$ cat src/core/ppfs_pkg.sv
package ppfs_pkg;

  // ****************************************
  // Widths and pin positions
  // ****************************************
  localparam int unsigned P0_W = 4;
  localparam int unsigned P1_W = 5;
  localparam int unsigned IN_W = 10;
  localparam int unsigned P0_TXD = 0;
  localparam int unsigned P0_RXD = 1;
  localparam int unsigned P0_SCK = 2;
  localparam int unsigned P0_BUZ = 3;
  localparam int unsigned P1_RMT = 0;
  localparam int unsigned P1_T7O = 1;
  localparam int unsigned P1_T2 = 2;
  localparam int unsigned P1_T3 = 3;
  localparam int unsigned P1_T7IO = 4;

  // ****************************************
  // Register offsets
  // ****************************************
  localparam logic [7:0] ADDR_P0_DATA = 8'h00;
  localparam logic [7:0] ADDR_P0_DIR = 8'h04;
  localparam logic [7:0] ADDR_P0_PLU = 8'h08;
  localparam logic [7:0] ADDR_P0_ODRAIN = 8'h0c;
  localparam logic [7:0] ADDR_P1_DATA = 8'h10;
  localparam logic [7:0] ADDR_P1_DIR = 8'h14;
  localparam logic [7:0] ADDR_P1_PLU = 8'h18;
  localparam logic [7:0] ADDR_P1_OMD = 8'h1c;
  localparam logic [7:0] ADDR_PC_DATA = 8'h20;
  localparam logic [7:0] ADDR_PC_DIR = 8'h24;
  localparam logic [7:0] ADDR_PC_PLU = 8'h28;
  localparam logic [7:0] ADDR_SER_MODE1 = 8'h2c;
  localparam logic [7:0] ADDR_CARRIER = 8'h30;
  localparam logic [7:0] ADDR_DELAY = 8'h34;
  localparam logic [7:0] ADDR_P0_IN = 8'h38;
  localparam logic [7:0] ADDR_P1_IN = 8'h3c;
  localparam logic [7:0] ADDR_PC_IN = 8'h40;

  // ****************************************
  // Reset values and field positions
  // ****************************************
  localparam logic [P1_W-1:0] P1_DIR_RST = 5'h01;
  localparam logic [P0_W-1:0] P0_OD_MASK = 4'h5;
  localparam int unsigned SM_TX_EN = 0;
  localparam int unsigned SM_RX_EN = 1;
  localparam int unsigned SM_CLK_OUT = 2;
  localparam int unsigned SM_UART = 3;
  localparam int unsigned CC_CARRIER = 0;
  localparam int unsigned CC_T7 = 1;
  localparam int unsigned DC_BUZ_EN = 3;

  // ****************************************
  // Buzzer divider
  // ****************************************
  localparam int unsigned BUZ_TAP_BASE = 10;
  localparam int unsigned BUZ_CNT_W = 18;

  typedef struct packed {
    logic out;
    logic oe;
    logic pu;
  } ppfs_pad_t;

endpackage

$ cat src/core/ppfs_sync.sv
`timescale 1ns/1ps
`default_nettype none
module ppfs_sync #(
  parameter int W = 1
) (
  input wire logic clk,
  input wire logic rst,
  input wire logic [W-1:0] d,
  output logic [W-1:0] q
);
  logic [W-1:0] meta_q;

  // First stage feeds only the second stage
  always_ff @(posedge clk)
  begin
    if (rst)
    begin
      meta_q <= '0;
      q <= '0;
    end
    else
    begin
      meta_q <= d;
      q <= meta_q;
    end
  end
endmodule
`default_nettype wire

$ cat src/core/ppfs_buzzer.sv
`timescale 1ns/1ps
`default_nettype none
module ppfs_buzzer
  import ppfs_pkg::*;
(
  input wire logic clk,
  input wire logic rst,
  input wire logic enable,
  input wire logic [2:0] freq_sel,
  output logic tone
);
  logic [BUZ_CNT_W-1:0] cnt_q;
  logic tap_q;
  logic tap;
  logic tick;

  assign tap = cnt_q[BUZ_TAP_BASE + 32'(freq_sel)];
  // One-cycle enable pulse on each rising tap edge
  assign tick = tap & ~tap_q;

  always_ff @(posedge clk)
  begin
    if (rst || !enable)
    begin
      cnt_q <= '0;
      tap_q <= 1'b0;
    end
    else
    begin
      cnt_q <= cnt_q + 1'b1;
      tap_q <= tap;
    end
  end

  // Idle low so a disabled buzzer draws no current
  always_ff @(posedge clk)
  begin
    if (rst || !enable)
      tone <= 1'b0;
    else if (tick)
      tone <= ~tone;
  end
endmodule
`default_nettype wire

$ cat src/core/ppfs_pin_mux.sv
// The register offsets and register access over APB were chosen for this implementation.
`timescale 1ns/1ps
`default_nettype none
module ppfs_pin_mux
  import ppfs_pkg::*;
(
  input wire logic clk,
  input wire logic rst,
  input wire logic psel,
  input wire logic penable,
  input wire logic pwrite,
  input wire logic [7:0] paddr,
  input wire logic [31:0] pwdata,
  output logic [31:0] prdata,
  output logic pready,
  output logic pslverr,
  input wire logic [P0_W-1:0] port0_pin_in,
  output ppfs_pad_t [P0_W-1:0] port0_pad,
  input wire logic [P1_W-1:0] port1_pin_in,
  output ppfs_pad_t [P1_W-1:0] port1_pad,
  input wire logic portc_pin_in,
  output ppfs_pad_t portc_pad,
  input wire logic serial_tx_data,
  input wire logic serial_clk_out,
  output logic serial_rx_data,
  output logic serial_clk_in,
  output logic serial_uart_mode,
  input wire logic timer2_out,
  input wire logic timer3_out,
  input wire logic timer7_out,
  input wire logic timer7_pwm,
  input wire logic timer7_io_out,
  input wire logic carrier_signal,
  output logic timer2_evt,
  output logic timer3_evt,
  output logic timer7_evt
);

  // ****************************************
  // Register state
  // ****************************************
  logic [P0_W-1:0] port0_data_q;
  logic [P0_W-1:0] port0_direction_q;
  logic [P0_W-1:0] port0_pullup_select_q;
  logic [P0_W-1:0] port0_odrain_q;
  logic [P1_W-1:0] port1_data_q;
  logic [P1_W-1:0] port1_direction_q;
  logic [P1_W-1:0] port1_pullup_select_q;
  logic [P1_W-1:0] port1_output_mode_q;
  logic portc_data_q;
  logic portc_direction_q;
  logic portc_pullup_select_q;
  logic [3:0] serial_mode_register_1_q;
  logic [1:0] carrier_output_control_q;
  logic [3:0] delay_control_setting_q;
  logic [31:0] prdata_q;
  logic slverr_q;

  logic setup;
  logic wr_en;
  logic [31:0] rd_d;
  logic err_d;
  logic [IN_W-1:0] pins_sync;
  logic [P0_W-1:0] p0_in;
  logic [P1_W-1:0] p1_in;
  logic pc_in;
  logic buzz_tone;

  // ****************************************
  // Pad drive helper
  // ****************************************
  // Open drain only pulls low; a high level is left to the pull-up
  function automatic ppfs_pad_t pad_drive(input logic dir, input logic val, input logic od,
                                          input logic pu);
    ppfs_pad_t p;
    p.pu = pu;
    p.out = od ? 1'b0 : val;
    p.oe = dir & (od ? ~val : 1'b1);
    return p;
  endfunction

  function automatic logic wr_hit(input logic en, input logic [7:0] a, input logic [7:0] off);
    return en && (a == off);
  endfunction

  // ****************************************
  // APB slave
  // ****************************************
  // Zero wait states; read data is caught in the setup cycle
  assign setup = psel & ~penable;
  assign wr_en = psel & penable & pwrite;
  assign pready = penable;
  assign prdata = prdata_q;
  assign pslverr = slverr_q;

  always_comb
  begin
    rd_d = '0;
    err_d = 1'b0;
    unique case (paddr)
      ADDR_P0_DATA: rd_d[P0_W-1:0] = port0_data_q;
      ADDR_P0_DIR: rd_d[P0_W-1:0] = port0_direction_q;
      ADDR_P0_PLU: rd_d[P0_W-1:0] = port0_pullup_select_q;
      ADDR_P0_ODRAIN: rd_d[P0_W-1:0] = port0_odrain_q;
      ADDR_P1_DATA: rd_d[P1_W-1:0] = port1_data_q;
      ADDR_P1_DIR: rd_d[P1_W-1:0] = port1_direction_q;
      ADDR_P1_PLU: rd_d[P1_W-1:0] = port1_pullup_select_q;
      ADDR_P1_OMD: rd_d[P1_W-1:0] = port1_output_mode_q;
      ADDR_PC_DATA: rd_d[0] = portc_data_q;
      ADDR_PC_DIR: rd_d[0] = portc_direction_q;
      ADDR_PC_PLU: rd_d[0] = portc_pullup_select_q;
      ADDR_SER_MODE1: rd_d[3:0] = serial_mode_register_1_q;
      ADDR_CARRIER: rd_d[1:0] = carrier_output_control_q;
      ADDR_DELAY: rd_d[3:0] = delay_control_setting_q;
      ADDR_P0_IN: rd_d[P0_W-1:0] = p0_in;
      ADDR_P1_IN: rd_d[P1_W-1:0] = p1_in;
      ADDR_PC_IN: rd_d[0] = pc_in;
      default: err_d = 1'b1;
    endcase
  end

  always_ff @(posedge clk)
  begin
    if (rst)
    begin
      prdata_q <= '0;
      slverr_q <= 1'b0;
    end
    else if (setup)
    begin
      prdata_q <= pwrite ? 32'h0000_0000 : rd_d;
      slverr_q <= err_d;
    end
  end

  // ****************************************
  // Port 0 registers
  // ****************************************
  always_ff @(posedge clk)
  begin
    if (rst)
    begin
      port0_data_q <= '0;
      port0_direction_q <= '0;
      port0_pullup_select_q <= '0;
      port0_odrain_q <= '0;
    end
    else
    begin
      if (wr_hit(wr_en, paddr, ADDR_P0_DATA))
        port0_data_q <= pwdata[P0_W-1:0];
      if (wr_hit(wr_en, paddr, ADDR_P0_DIR))
        port0_direction_q <= pwdata[P0_W-1:0];
      if (wr_hit(wr_en, paddr, ADDR_P0_PLU))
        port0_pullup_select_q <= pwdata[P0_W-1:0];
      // Only the transmit and clock pins have a selectable structure
      if (wr_hit(wr_en, paddr, ADDR_P0_ODRAIN))
        port0_odrain_q <= pwdata[P0_W-1:0] & P0_OD_MASK;
    end
  end

  // ****************************************
  // Port 1 registers
  // ****************************************
  always_ff @(posedge clk)
  begin
    if (rst)
    begin
      port1_data_q <= '0;
      port1_direction_q <= P1_DIR_RST;
      port1_pullup_select_q <= '0;
      port1_output_mode_q <= '0;
    end
    else
    begin
      if (wr_hit(wr_en, paddr, ADDR_P1_DATA))
        port1_data_q <= pwdata[P1_W-1:0];
      if (wr_hit(wr_en, paddr, ADDR_P1_DIR))
        port1_direction_q <= pwdata[P1_W-1:0];
      if (wr_hit(wr_en, paddr, ADDR_P1_PLU))
        port1_pullup_select_q <= pwdata[P1_W-1:0];
      if (wr_hit(wr_en, paddr, ADDR_P1_OMD))
        port1_output_mode_q <= pwdata[P1_W-1:0];
    end
  end

  // ****************************************
  // Port C registers
  // ****************************************
  always_ff @(posedge clk)
  begin
    if (rst)
    begin
      portc_data_q <= 1'b0;
      portc_direction_q <= 1'b0;
      portc_pullup_select_q <= 1'b0;
    end
    else
    begin
      if (wr_hit(wr_en, paddr, ADDR_PC_DATA))
        portc_data_q <= pwdata[0];
      if (wr_hit(wr_en, paddr, ADDR_PC_DIR))
        portc_direction_q <= pwdata[0];
      if (wr_hit(wr_en, paddr, ADDR_PC_PLU))
        portc_pullup_select_q <= pwdata[0];
    end
  end

  // ****************************************
  // Function control registers
  // ****************************************
  always_ff @(posedge clk)
  begin
    if (rst)
    begin
      serial_mode_register_1_q <= '0;
      carrier_output_control_q <= '0;
      delay_control_setting_q <= '0;
    end
    else
    begin
      if (wr_hit(wr_en, paddr, ADDR_SER_MODE1))
        serial_mode_register_1_q <= pwdata[3:0];
      if (wr_hit(wr_en, paddr, ADDR_CARRIER))
        carrier_output_control_q <= pwdata[1:0];
      if (wr_hit(wr_en, paddr, ADDR_DELAY))
        delay_control_setting_q <= pwdata[3:0];
    end
  end

  // ****************************************
  // Pin input synchronisers and buzzer
  // ****************************************
  ppfs_sync #(
    .W(IN_W)
  ) u_sync (
    .clk(clk),
    .rst(rst),
    .d({portc_pin_in, port1_pin_in, port0_pin_in}),
    .q(pins_sync)
  );

  assign p0_in = pins_sync[P0_W-1:0];
  assign p1_in = pins_sync[P0_W+P1_W-1:P0_W];
  assign pc_in = pins_sync[IN_W-1];

  ppfs_buzzer u_buzzer (
    .clk(clk),
    .rst(rst),
    .enable(delay_control_setting_q[DC_BUZ_EN]),
    .freq_sel(delay_control_setting_q[2:0]),
    .tone(buzz_tone)
  );

  // ****************************************
  // Output source selection
  // ****************************************
  logic ser_clk_used;
  logic [P0_W-1:0] p0_val;
  logic [P1_W-1:0] p1_val;
  ppfs_pad_t [P0_W-1:0] p0_pad_d;
  ppfs_pad_t [P1_W-1:0] p1_pad_d;
  ppfs_pad_t pc_pad_d;

  // UART needs no clock line, so the clock pin stays general I/O
  assign ser_clk_used = (serial_mode_register_1_q[SM_TX_EN] | serial_mode_register_1_q[SM_RX_EN])
                        & ~serial_mode_register_1_q[SM_UART];

  always_comb
  begin
    p0_val = port0_data_q;
    if (serial_mode_register_1_q[SM_TX_EN])
      p0_val[P0_TXD] = serial_tx_data;
    if (ser_clk_used && serial_mode_register_1_q[SM_CLK_OUT])
      p0_val[P0_SCK] = serial_clk_out;
    if (delay_control_setting_q[DC_BUZ_EN])
      p0_val[P0_BUZ] = buzz_tone;
  end

  // Timer 7 PWM takes priority over the carrier on the shared bit
  always_comb
  begin
    p1_val = port1_data_q;
    if (port1_output_mode_q[P1_RMT])
    begin
      if (carrier_output_control_q[CC_T7])
        p1_val[P1_RMT] = timer7_pwm;
      else if (carrier_output_control_q[CC_CARRIER])
        p1_val[P1_RMT] = carrier_signal;
    end
    if (port1_output_mode_q[P1_T7O])
      p1_val[P1_T7O] = timer7_out;
    if (port1_output_mode_q[P1_T2])
      p1_val[P1_T2] = timer2_out;
    if (port1_output_mode_q[P1_T3])
      p1_val[P1_T3] = timer3_out;
    if (port1_output_mode_q[P1_T7IO])
      p1_val[P1_T7IO] = timer7_io_out;
  end

  // Drive enable follows direction, so no function drives an input pin
  genvar gi;
  generate
    for (gi = 0; gi < P0_W; gi++)
    begin : g_p0
      assign p0_pad_d[gi] = pad_drive(port0_direction_q[gi], p0_val[gi], port0_odrain_q[gi],
                                      port0_pullup_select_q[gi]);
    end
    for (gi = 0; gi < P1_W; gi++)
    begin : g_p1
      assign p1_pad_d[gi] = pad_drive(port1_direction_q[gi], p1_val[gi], 1'b0,
                                      port1_pullup_select_q[gi]);
    end
  endgenerate

  assign pc_pad_d = pad_drive(portc_direction_q, portc_data_q, 1'b0, portc_pullup_select_q);

  // ****************************************
  // Registered pad outputs
  // ****************************************
  always_ff @(posedge clk)
  begin
    if (rst)
    begin
      port0_pad <= '0;
      portc_pad <= '0;
      for (int i = 0; i < P1_W; i++)
      begin
        port1_pad[i].out <= 1'b0;
        port1_pad[i].oe <= P1_DIR_RST[i];
        port1_pad[i].pu <= 1'b0;
      end
    end
    else
    begin
      port0_pad <= p0_pad_d;
      port1_pad <= p1_pad_d;
      portc_pad <= pc_pad_d;
    end
  end

  // ****************************************
  // Peripheral inputs
  // ****************************************
  // Gated inputs rest at a quiet level so peripherals see no false edges
  always_ff @(posedge clk)
  begin
    if (rst)
    begin
      serial_rx_data <= 1'b1;
      serial_clk_in <= 1'b1;
      serial_uart_mode <= 1'b0;
      timer2_evt <= 1'b0;
      timer3_evt <= 1'b0;
      timer7_evt <= 1'b0;
    end
    else
    begin
      serial_rx_data <= (serial_mode_register_1_q[SM_RX_EN] && !port0_direction_q[P0_RXD])
                        ? p0_in[P0_RXD] : 1'b1;
      serial_clk_in <= (ser_clk_used && !serial_mode_register_1_q[SM_CLK_OUT]
                        && !port0_direction_q[P0_SCK]) ? p0_in[P0_SCK] : 1'b1;
      serial_uart_mode <= serial_mode_register_1_q[SM_UART];
      timer2_evt <= !port1_direction_q[P1_T2] && p1_in[P1_T2];
      timer3_evt <= !port1_direction_q[P1_T3] && p1_in[P1_T3];
      timer7_evt <= !port1_direction_q[P1_T7IO] && p1_in[P1_T7IO];
    end
  end

endmodule
`default_nettype wire

$ cat config.mk
export PLATFORM = sky130hd
export DESIGN_NAME = ppfs_pin_mux
export DESIGN_NICKNAME = d
export VERILOG_FILES = /design/src/core/ppfs_pkg.sv /design/src/core/ppfs_sync.sv /design/src/core/ppfs_buzzer.sv /design/src/core/ppfs_pin_mux.sv
export SDC_FILE = /design/constraint.sdc
export NUM_CORES = 1
export LEC_CHECK = 0
export ABC_AREA = 0
export BUFFER_PORTS_ARGS = -buffer_cell sky130_fd_sc_hd__buf_2
export CAP_MARGIN = 20
export CORE_UTILIZATION = 50
export CTS_CLUSTER_SIZE = 16
export DETAILED_ROUTE_END_ITERATION = 8
export PLACE_DENSITY = 0.85
export SYNTH_ARGS = -nofsm -noshare
export SYNTH_HDL_FRONTEND = slang
export SYNTH_SLANG_ARGS = --single-unit
$ cat constraint.sdc
create_clock -name clk -period 2.6 [get_ports clk]
set_input_delay 0.78 -clock clk [delete_from_list [all_inputs] [get_ports clk]]
set_output_delay 0.78 -clock clk [all_outputs]
set_load 0.02 [all_outputs]
Word level (Yosys, flattened, before mapping)
Index checks and enable logic that the tools add are counted.
{ "classes": {"add_sub_neg": 2, "magnitude_cmp": 1, "n_eq_ne": 16, "muxes": 20, "n_bitwise": 16, "n_reduce_logical": 35} }
{ "op_table": {"columns": ["operator", "n"], "rows": [
  ["$eq 8x6->1 const B", 8],
  ["$eq 8x5->1 const B", 4],
  ["$lt 32x6->1 const B", 1],
  ["$pmux 2 s12", 1],
  ["$logic_and 1x1->1", 21],
  ["$add 18x1->18 const B", 1],
  ["$pmux 1 s17", 1],
  ["$reduce_or 17->1", 1],
  ["$eq 8x4->1 const B", 2],
  ["$mux 1", 14],
  ["$pmux 1 s12", 1],
  ["$eq 8x3->1 const B", 1],
  ["$eq 8x7->1 const B", 1],
  ["$logic_not 8->1", 1],
  ["$not 1->1", 8],
  ["$reduce_or 2->1", 4],
  ["$and 1x1->1", 7],
  ["$logic_not 1->1", 7],
  ["$add 4x3->5 const A", 1],
  ["$bmux 1 s5", 1],
  ["$mux 5", 1],
  ["$pmux 1 s5", 1],
  ["$logic_or 1x1->1", 1],
  ["$or 1x1->1", 1]
]} }
{ "totals": {"register_bits": 156, "elab_cells": 147} }

Logic depth before layout (Yosys ltp)
Gate-level depths: netlist of the first run.
{ "logic_depth": {"depth_word": 7, "ltp_mapped": 8, "ltp_nobuf": 6} }

Hierarchy
A second synthesis of the first run with hierarchy kept.
{ "unflattened": {"cells_unflattened": 613, "area_unflattened_um2": 5584.1} }
{ "modules_own_cells": {"columns": ["mod", "instances", "cells_per_inst", "area_per_inst_um2", "seq_area_each_um2"], "rows": [
  ["ppfs_pin_mux", 1, 456, 3963.8, 1781.7],
  ["ppfs_buzzer", 1, 115, 1002.2, 400.4],
  ["ppfs_sync", 1, 42, 618.1, 400.4]
]} }

Worst setup path after synthesis of the first run
No wires, ideal clock.
{ "synth_path": {"path_type": "input to register", "start": "in paddr[4]", "end": "reg portc_data_q", "setup_time_ns": 0.128, "t_arrival_ns": 1.983, "t_required_ns": 2.472, "slack_ns": 0.489, "path_stages": 6, "n_path_buf": 1, "path_cell_list": "buf_2 or4b_1 nor2_4 nand2_1 mux2i_1 nor2_1"} }
{ "synth_via": {"elab_chain_cells": 2} }
{ "synth_lines": {"columns": ["element", "line_no", "text"], "rows": [
  ["start: declaration", "ppfs_pin_mux.sv:12", "input wire logic [7:0] paddr,"],
  ["$eq 8x6->1", "ppfs_pin_mux.sv:83", "return en && (a == off);"],
  ["$logic_and 1x1->1", "ppfs_pin_mux.sv:83", null],
  ["end signal: assignment", "ppfs_pin_mux.sv:201", "portc_data_q <= pwdata[0];"],
  ["end: declaration", "ppfs_pin_mux.sv:50", "logic portc_data_q;"]
]} }
Every way passes these cells.
A chain may end at the register's enable or synchronous reset.

Worst setup path after layout of the first run
{ "layout_path": {"start": "reg delay_control_setting_q[1]", "end": "reg u_buzzer.tone"} }
{ "layout_via": {"elab_chain_cells": 4} }
{ "layout_lines": {"columns": ["element", "line_no", "text"], "rows": [
  ["start: declaration", "ppfs_pin_mux.sv:55", "logic [3:0] delay_control_setting_q;"],
  ["start signal: assignment", "ppfs_pin_mux.sv:227", "delay_control_setting_q <= pwdata[3:0];"],
  ["$add 4x3->5", "ppfs_buzzer.sv:17", "assign tap = cnt_q[BUZ_TAP_BASE + 32'(freq_sel)];"],
  ["$bmux 1 s5", "ppfs_buzzer.sv:17", null],
  ["$mux 1 (not written as such)", "ppfs_buzzer.sv:17", null],
  ["$and 1x1->1", "ppfs_buzzer.sv:19", "assign tick = tap & ~tap_q;"],
  ["end signal: assignment", "ppfs_buzzer.sv:41", "tone <= ~tone;"],
  ["end: declaration", "ppfs_buzzer.sv:10", "output logic tone"]
]} }
Every way passes these cells. The select of a mux whose other input is x is not followed.

==> impl_metrics.tcl, run 1 <==
set metrics [dict create \
    initial_utilization_pct 52.22 \
    async_flop_share_pct 0 \
    grt_pass1_wl_mm 22.71 \
    cts_resized 0 \
    std_cell_rows 37 \
    antenna_cells 0 \
    antenna_found_initial 0 \
    synth-edff-count 0 \
    hold_viol 0 \
    status "finished clean" \
    dp_hpwl_mm 9.589 \
    clkSinkCount 129 \
    fin_nets 747 \
    ioPinCount 133 \
    crit_path_start_kind "flip-flop" \
    power_density_nw_per_um2 718.2 \
    post_cts_buffers 0 \
    layout_commonest_cell "dfxtp_1" \
    tightest_slew_ps 759.7 \
    syn_to_final_growth_pct 19.53 \
    cp-end-kind "flip-flop" \
    maxCapViolations 0 \
    gr-total-overflow 0 \
    cts_tree "yes" \
    rr_startpoint "delay_control_setting_q[1]" \
    avgSynthCellArea_um2 9.050 \
    drv_slew 0 \
    cp-startpoint "delay_control_setting_q[1]" \
    hold_path_class "flip-flop to flip-flop" \
    synth_area_um2 5439 \
    viasPerCell 5.690 \
    leakage_nw 2.524 \
    cts_buffers 17 \
    portBuffers 78 \
    critical_path_arrival_ps 2420 \
    r2r_slack_ps 590 \
    die-area_um2 11300 \
    synth_seq_cells 129 \
    clk_pin_slew_ps 60 \
    crit_type "flip-flop to flip-flop" \
    dieHeight_um 106.3 \
    skew_ps 10.20 \
    holdPathEnd "u_sync.q[0]" \
    max_freq_mhz 498.3 \
    cts_hold_buffers 0 \
    vias 4728 \
    yosysUniqueCellTypes 55 \
    ant_nets 0 \
    wl_per_cell_um 17.11 \
    seq_area_frac_synth_pct 47.48 \
    required_ps 3020 \
    syn_inst 601 \
    gp_congestion 0.9529 \
    period_share_pct 77.19 \
    drt_iter0_drc 466 \
    setup_ws_ps 593.1 \
    period_needed_ps 2007 \
    cts_max_level 4 \
    clk_latency_ps 530 \
    grtUsageTotal_pct 26.25 \
    ys_warn_count 0 \
    tns_ps 0 \
    drt_wl_total_mm 14.22 \
    clk_path_buf_depth 2 \
    rsz0062_at_grt "no" \
    r2r_cells 6 \
    reg2reg_to "u_buzzer.tone" \
    synthFlopType "dfxtp_1" \
    drc 0 \
    drive_gt1_share_pct 22.01 \
    clockRootBuffer "clkbuf_8" \
    grt_start_max_net_pins 53 \
    min_path_cells 1 \
    first_pass_iters 5 \
    finalPower_mw 4.669 \
    coreArea_um2 10420 \
    hp-start "u_sync.meta_q[0]" \
    critPathMaxFanout 7 \
    irDropWorstVdd_uv 350.7 \
    die_w_um 106.3 \
    post-place-ws_ps 241.3 \
    slew_headroom_pct 48.96 \
    layout_common_cells "129 x dfxtp_1, 84 x nand2_1, 78 x buf_2" \
    setup_violations 0 \
    first_global_vias 4531 \
]
## worst max-delay path, cell delays in order, from the launching register on
cell     delay, ps
dfxtp_1        370
ha_1           420
mux4_2         330
nor3b_1        190
nor4_4         350
nor3_1          80
o21ba_1        170
## layout make-up
cell class | instances | area, um^2
clock buffer | 17 | 414.1
clock inverter | 15 | 196.4
fill | 854 | 3915
inverter | 5 | 18.77
multi-input combinational | 431 | 2566
sequential | 129 | 2582
tap | 136 | 170.2
timing repair buffer | 98 | 553.0
## registers in the layout, indices dropped and copies added (netlist names), 10 cells and up
signal,cells
u_buzzer.cnt_q,18
port1_pad,15
port0_pad,12
u_sync.q,10
u_sync.meta_q,10
## Yosys cell counts, drive strengths merged (5+ instances only)
master	n	area share, %
a21oi	52	4.8
and3	7	0.81
buf	45	5.7
clkbuf	17	1.2
dfxtp	129	47
inv	5	0.35
mux2i	16	2.9
mux4	6	2.5
nand2	84	5.8
nand3	59	5.4
nor2	37	2.8
nor2b	46	5.3
nor3	7	0.64
nor4	5	1.4
o21ai	11	1.0
xor2	12	1.9
## metrics by stage
stage | std cells | util [%] | hold WS (ps) | cell area [um^2]
finish | 831 | 62.41 | 434.2 | 6501
global route | 831 | 62.41 | 445.8 | 6501
detailed placement | 799 | 56.55 | 422.7 | 5891
floorplan | 627 | - | 413.8 | 5537
CTS | 831 | 62.41 | 437.1 | 6501
global placement | 799 | 56.55 | 420.0 | 5891
## worst max path at each step
stage                               end  slack, ps  depth (start not counted)
5_1_grt                   u_buzzer.tone        520                          6
4_1_cts                   u_buzzer.tone        580                          6
6_report                  u_buzzer.tone        590                          6
3_5_place_dp   port1_pullup_select_q[2]        240                          6
3_3_place_gp   port1_pullup_select_q[4]        270                          6
2_1_floorplan              portc_data_q        490                          6
## cell families (layout without fill, tap and decap cells)
logic type / after synthesis / after routing / synth area share [%]
xor gates and xnor gates: 16 / 16 / 2.576
and+or+nand+nor: 270 / 270 / 26.00
other: 1 / 27 / 0.06895
buffers and inverters: 67 / 135 / 7.246
DFF: 129 / 129 / 47.48
muxes: 26 / 26 / 6.257
adders and majority gates: 2 / 2 / 0.4600
AOI/OAI and AO/OA: 90 / 90 / 9.915
## metal layers
| layer | track usage [%] | wire, um |
|---|---|---|
| met1 | 33.23 | 5710 |
| met2 | 42.16 | 6785 |
| met3 | 6.683 | 1369 |
| met4 | 11.61 | 358 |
| met5 | 0 | 0 |
## report_power, final
group | total (mW) | leakage (nW) | switching [mW] | internal, mW
Combinational | 0.216 | 1.18 | 0.154 | 0.0624
Clock | 2.45 | 0.297 | 0.959 | 1.49
Sequential | 2.00 | 1.04 | 0.00736 | 1.99
Total | 4.67 | 2.52 | 1.12 | 3.55
(Power assumes the default switching activity.)
==> inputs of run 2 (changes only) <==
Settings changed: ABC_AREA 0 to 1.
Clock period 2.6 ns to 1.9 ns, I/O delays scaled along.
==> impl_metrics.tcl, run 2 <==
set metrics [dict create \
    status "finished clean" \
    clk_path_buf_depth 2 \
    clk_pin_slew_ps 60 \
    seq_area_frac_synth_pct 47.48 \
    grt_pass1_wl_mm 21.02 \
    viasPerCell 5.065 \
    hold_viol 0 \
    skew_ps 4.449 \
    ant_nets 0 \
    clk_latency_ps 520 \
    syn_inst 747 \
    hold_path_class "primary input to flip-flop" \
    yosysMostFrequentCell "dfxtp_1" \
    period_needed_ps 1665 \
    drt_iter0_drc 398 \
    crit_path_start_kind "flip-flop" \
    wl_met1_mm 5.630 \
    dp_hpwl_mm 9.323 \
    initial_utilization_pct 52.22 \
    grt_start_max_net_pins 52 \
    final_cell_area_um2 6659 \
    clkSinkCount 129 \
    die_w_um 106.3 \
    maxCapViolations 0 \
    whs_ps 251.0 \
    wl_per_cell_um 13.01 \
    portBuffers 78 \
    irDropWorstVdd_uv 532.1 \
    cts_max_level 4 \
    critPathMaxFanout 4 \
    ioPinCount 133 \
    final_util_pct 63.93 \
    cts_hold_buffers 0 \
    required_ps 2340 \
    p_sw_share_pct 22.68 \
    yosys.area.top_type "dfxtp_1" \
    dieHeight_um 106.3 \
    antenna_cells 0 \
    layout_common_cells "129 x dfxtp_1, 114 x nor2_1, 111 x nand2_1" \
    vias 5070 \
    layout_commonest_cell "dfxtp_1" \
    drive_gt1_share_pct 20.00 \
    maxUsedRoutingLayer "met4" \
    synth_area_um2 5439 \
    cts_tree "yes" \
    first_pass_iters 5 \
    post_cts_buffers 0 \
    synth_top_area_share_pct 47.48 \
    synthFlopType "dfxtp_1" \
    std_cell_rows 37 \
    coreArea_um2 10420 \
    synthTopCellsByArea "dfxtp_1 47%, nor2_1 7.9%, nand2_1 7.7%" \
    leakage_nw 2.938 \
    r2r_slack_ps 240 \
    grtUsageTotal_pct 23.91 \
    largestRegisters "u_buzzer.cnt_q: 18 flops, port1_pad: 15 flops, port0_pad: 12 flops" \
    fin_nets 917 \
    die-area_um2 11300 \
    regMostFlops "u_buzzer.cnt_q" \
    crit_type "flip-flop to flip-flop" \
    async_flop_share_pct 0 \
    routed-wl-met3_mm 1.074 \
    clockRootBuffer "clkbuf_8" \
    yosysUniqueCellTypes 34 \
    nFillCells 909 \
    clock_power_share_pct 52.9 \
    gr-total-overflow 0 \
    avgSynthCellArea_um2 7.281 \
    period_share_pct 87.62 \
    synth-edff-count 0 \
    largest_reg_flops 18 \
    synth_seq_cells 129 \
    p_int_mw 4.968 \
    wl_met2_mm 6.066 \
    p_sw_mw 1.457 \
    pwr-share-comb_pct 4.5 \
    post_dp_cell_area_um2 6033 \
    setup_violations 0 \
    seq_power_share_pct 42.6 \
    drt_wl_total_mm 13.03 \
    antenna_found_initial 0 \
    drv_slew 0 \
    cts_buffers 17 \
    first_global_vias 4532 \
    ys_top_cells_by_count "129 x dfxtp_1, 114 x nor2_1, 111 x nand2_1, 98 x inv_1, 73 x o21ai_0" \
    critical_path_arrival_ps 2110 \
    power_density_nw_per_um2 964.9 \
    gp_congestion 0.9524 \
    drc 0 \
    tns_ps 0 \
    syn_to_final_growth_pct 22.43 \
    max_freq_mhz 600.7 \
    ys_warn_count 0 \
    rsz0062_at_grt "no" \
    cp-end-kind "flip-flop" \
]
## run 2: cell count changes in the layout (fill, tap and decap cells not counted), moves of 27 or more
cell and delta:
o21ai_0 +62, nor2_1 +79, inv_1 +93, nand2_1 +27, nor2b_1 -46
## run 2: power by group through the flow
stage	clock, mW	combinational [mW]	sequential (mW)
final	3.40	0.289	2.74
after global routing	3.56	0.316	2.74
after CTS	3.44	0.284	2.74
after detailed placement	0	0.281	2.80
after global placement	0	0.279	2.80
after floorplan	0	0.216	2.80
## run 2: layer usage
| metal | global-route usage [%] | up-vias |
|---|---|---|
| li1 | - | 2534 |
| met1 | 30.63 | 2269 |
| met2 | 39.70 | 240 |
| met3 | 5.150 | 27 |
| met4 | 8.234 | 0 |
| met5 | 0 | - |
## run 2: layout make-up
cell class | instances | area, um^2 | area share (%)
repair buffers | 107 | 620.6 | 9.320
clock buffers | 18 | 417.9 | 6.276
clock inverters | 14 | 202.7 | 3.044
flip-flops and latches | 129 | 2582 | 38.78
inverters | 109 | 409.1 | 6.144
multi-input cells | 488 | 2256 | 33.88
well taps | 136 | 170.2 | 2.555
## run 2: worst max-delay path, stage by stage, from the launching register on
cell and delay [ps]:
dfxtp_1 360, ha_1 170, nand2_1 80, nor2_2 150
nand2_1 110, nor2_4 130, nand3_2 100, inv_1 100
nand3_2 110, clkinv_1 80, nand2_1 40, a21oi_1 150
## run 2: worst paths after layout
path                          start  cells after the start                  to
setup / recovery  u_buzzer.cnt_q[0]                     11  u_buzzer.cnt_q[14]
hold / removal      port0_pin_in[1]                      3    u_sync.meta_q[1]
setup reg to reg  u_buzzer.cnt_q[0]                     11  u_buzzer.cnt_q[14]
hold reg to reg    u_sync.meta_q[8]                      2         u_sync.q[8]
## run 2: through the flow
stage          power [mW]  cells  setup slack, ps
2_1_floorplan       3.014    773            297.0
3_3_place_gp        3.075    969           -75.08
3_5_place_dp        3.078    969           -107.0
4_1_cts             6.463   1001            196.9
5_1_grt             6.614   1001            21.63
6_report            6.425   1001            235.2
## run 2: cells by family (layout without fill, tap and decap cells)
group                    count (synthesis)  after routing  share of synthesized area, %
AO/OA/AOI/OAI                          146            146                         13.80
XOR/XNOR                                 1              1                        0.1611
adder cells (fa/ha/maj)                  2              2                        0.4600
buffers and inverters                  156            248                         12.93
flip-flops                             129            129                         47.48
multiplexers                             1              1                        0.1840
other                                    1             27                       0.06895
AND/OR/NAND/NOR                        311            311                         24.91
## run 2: repair_timing
action	in CTS	in global routing
hold endpoints to repair	0	0
endpoints found under the setup margin	0	2
resized for setup	0	1
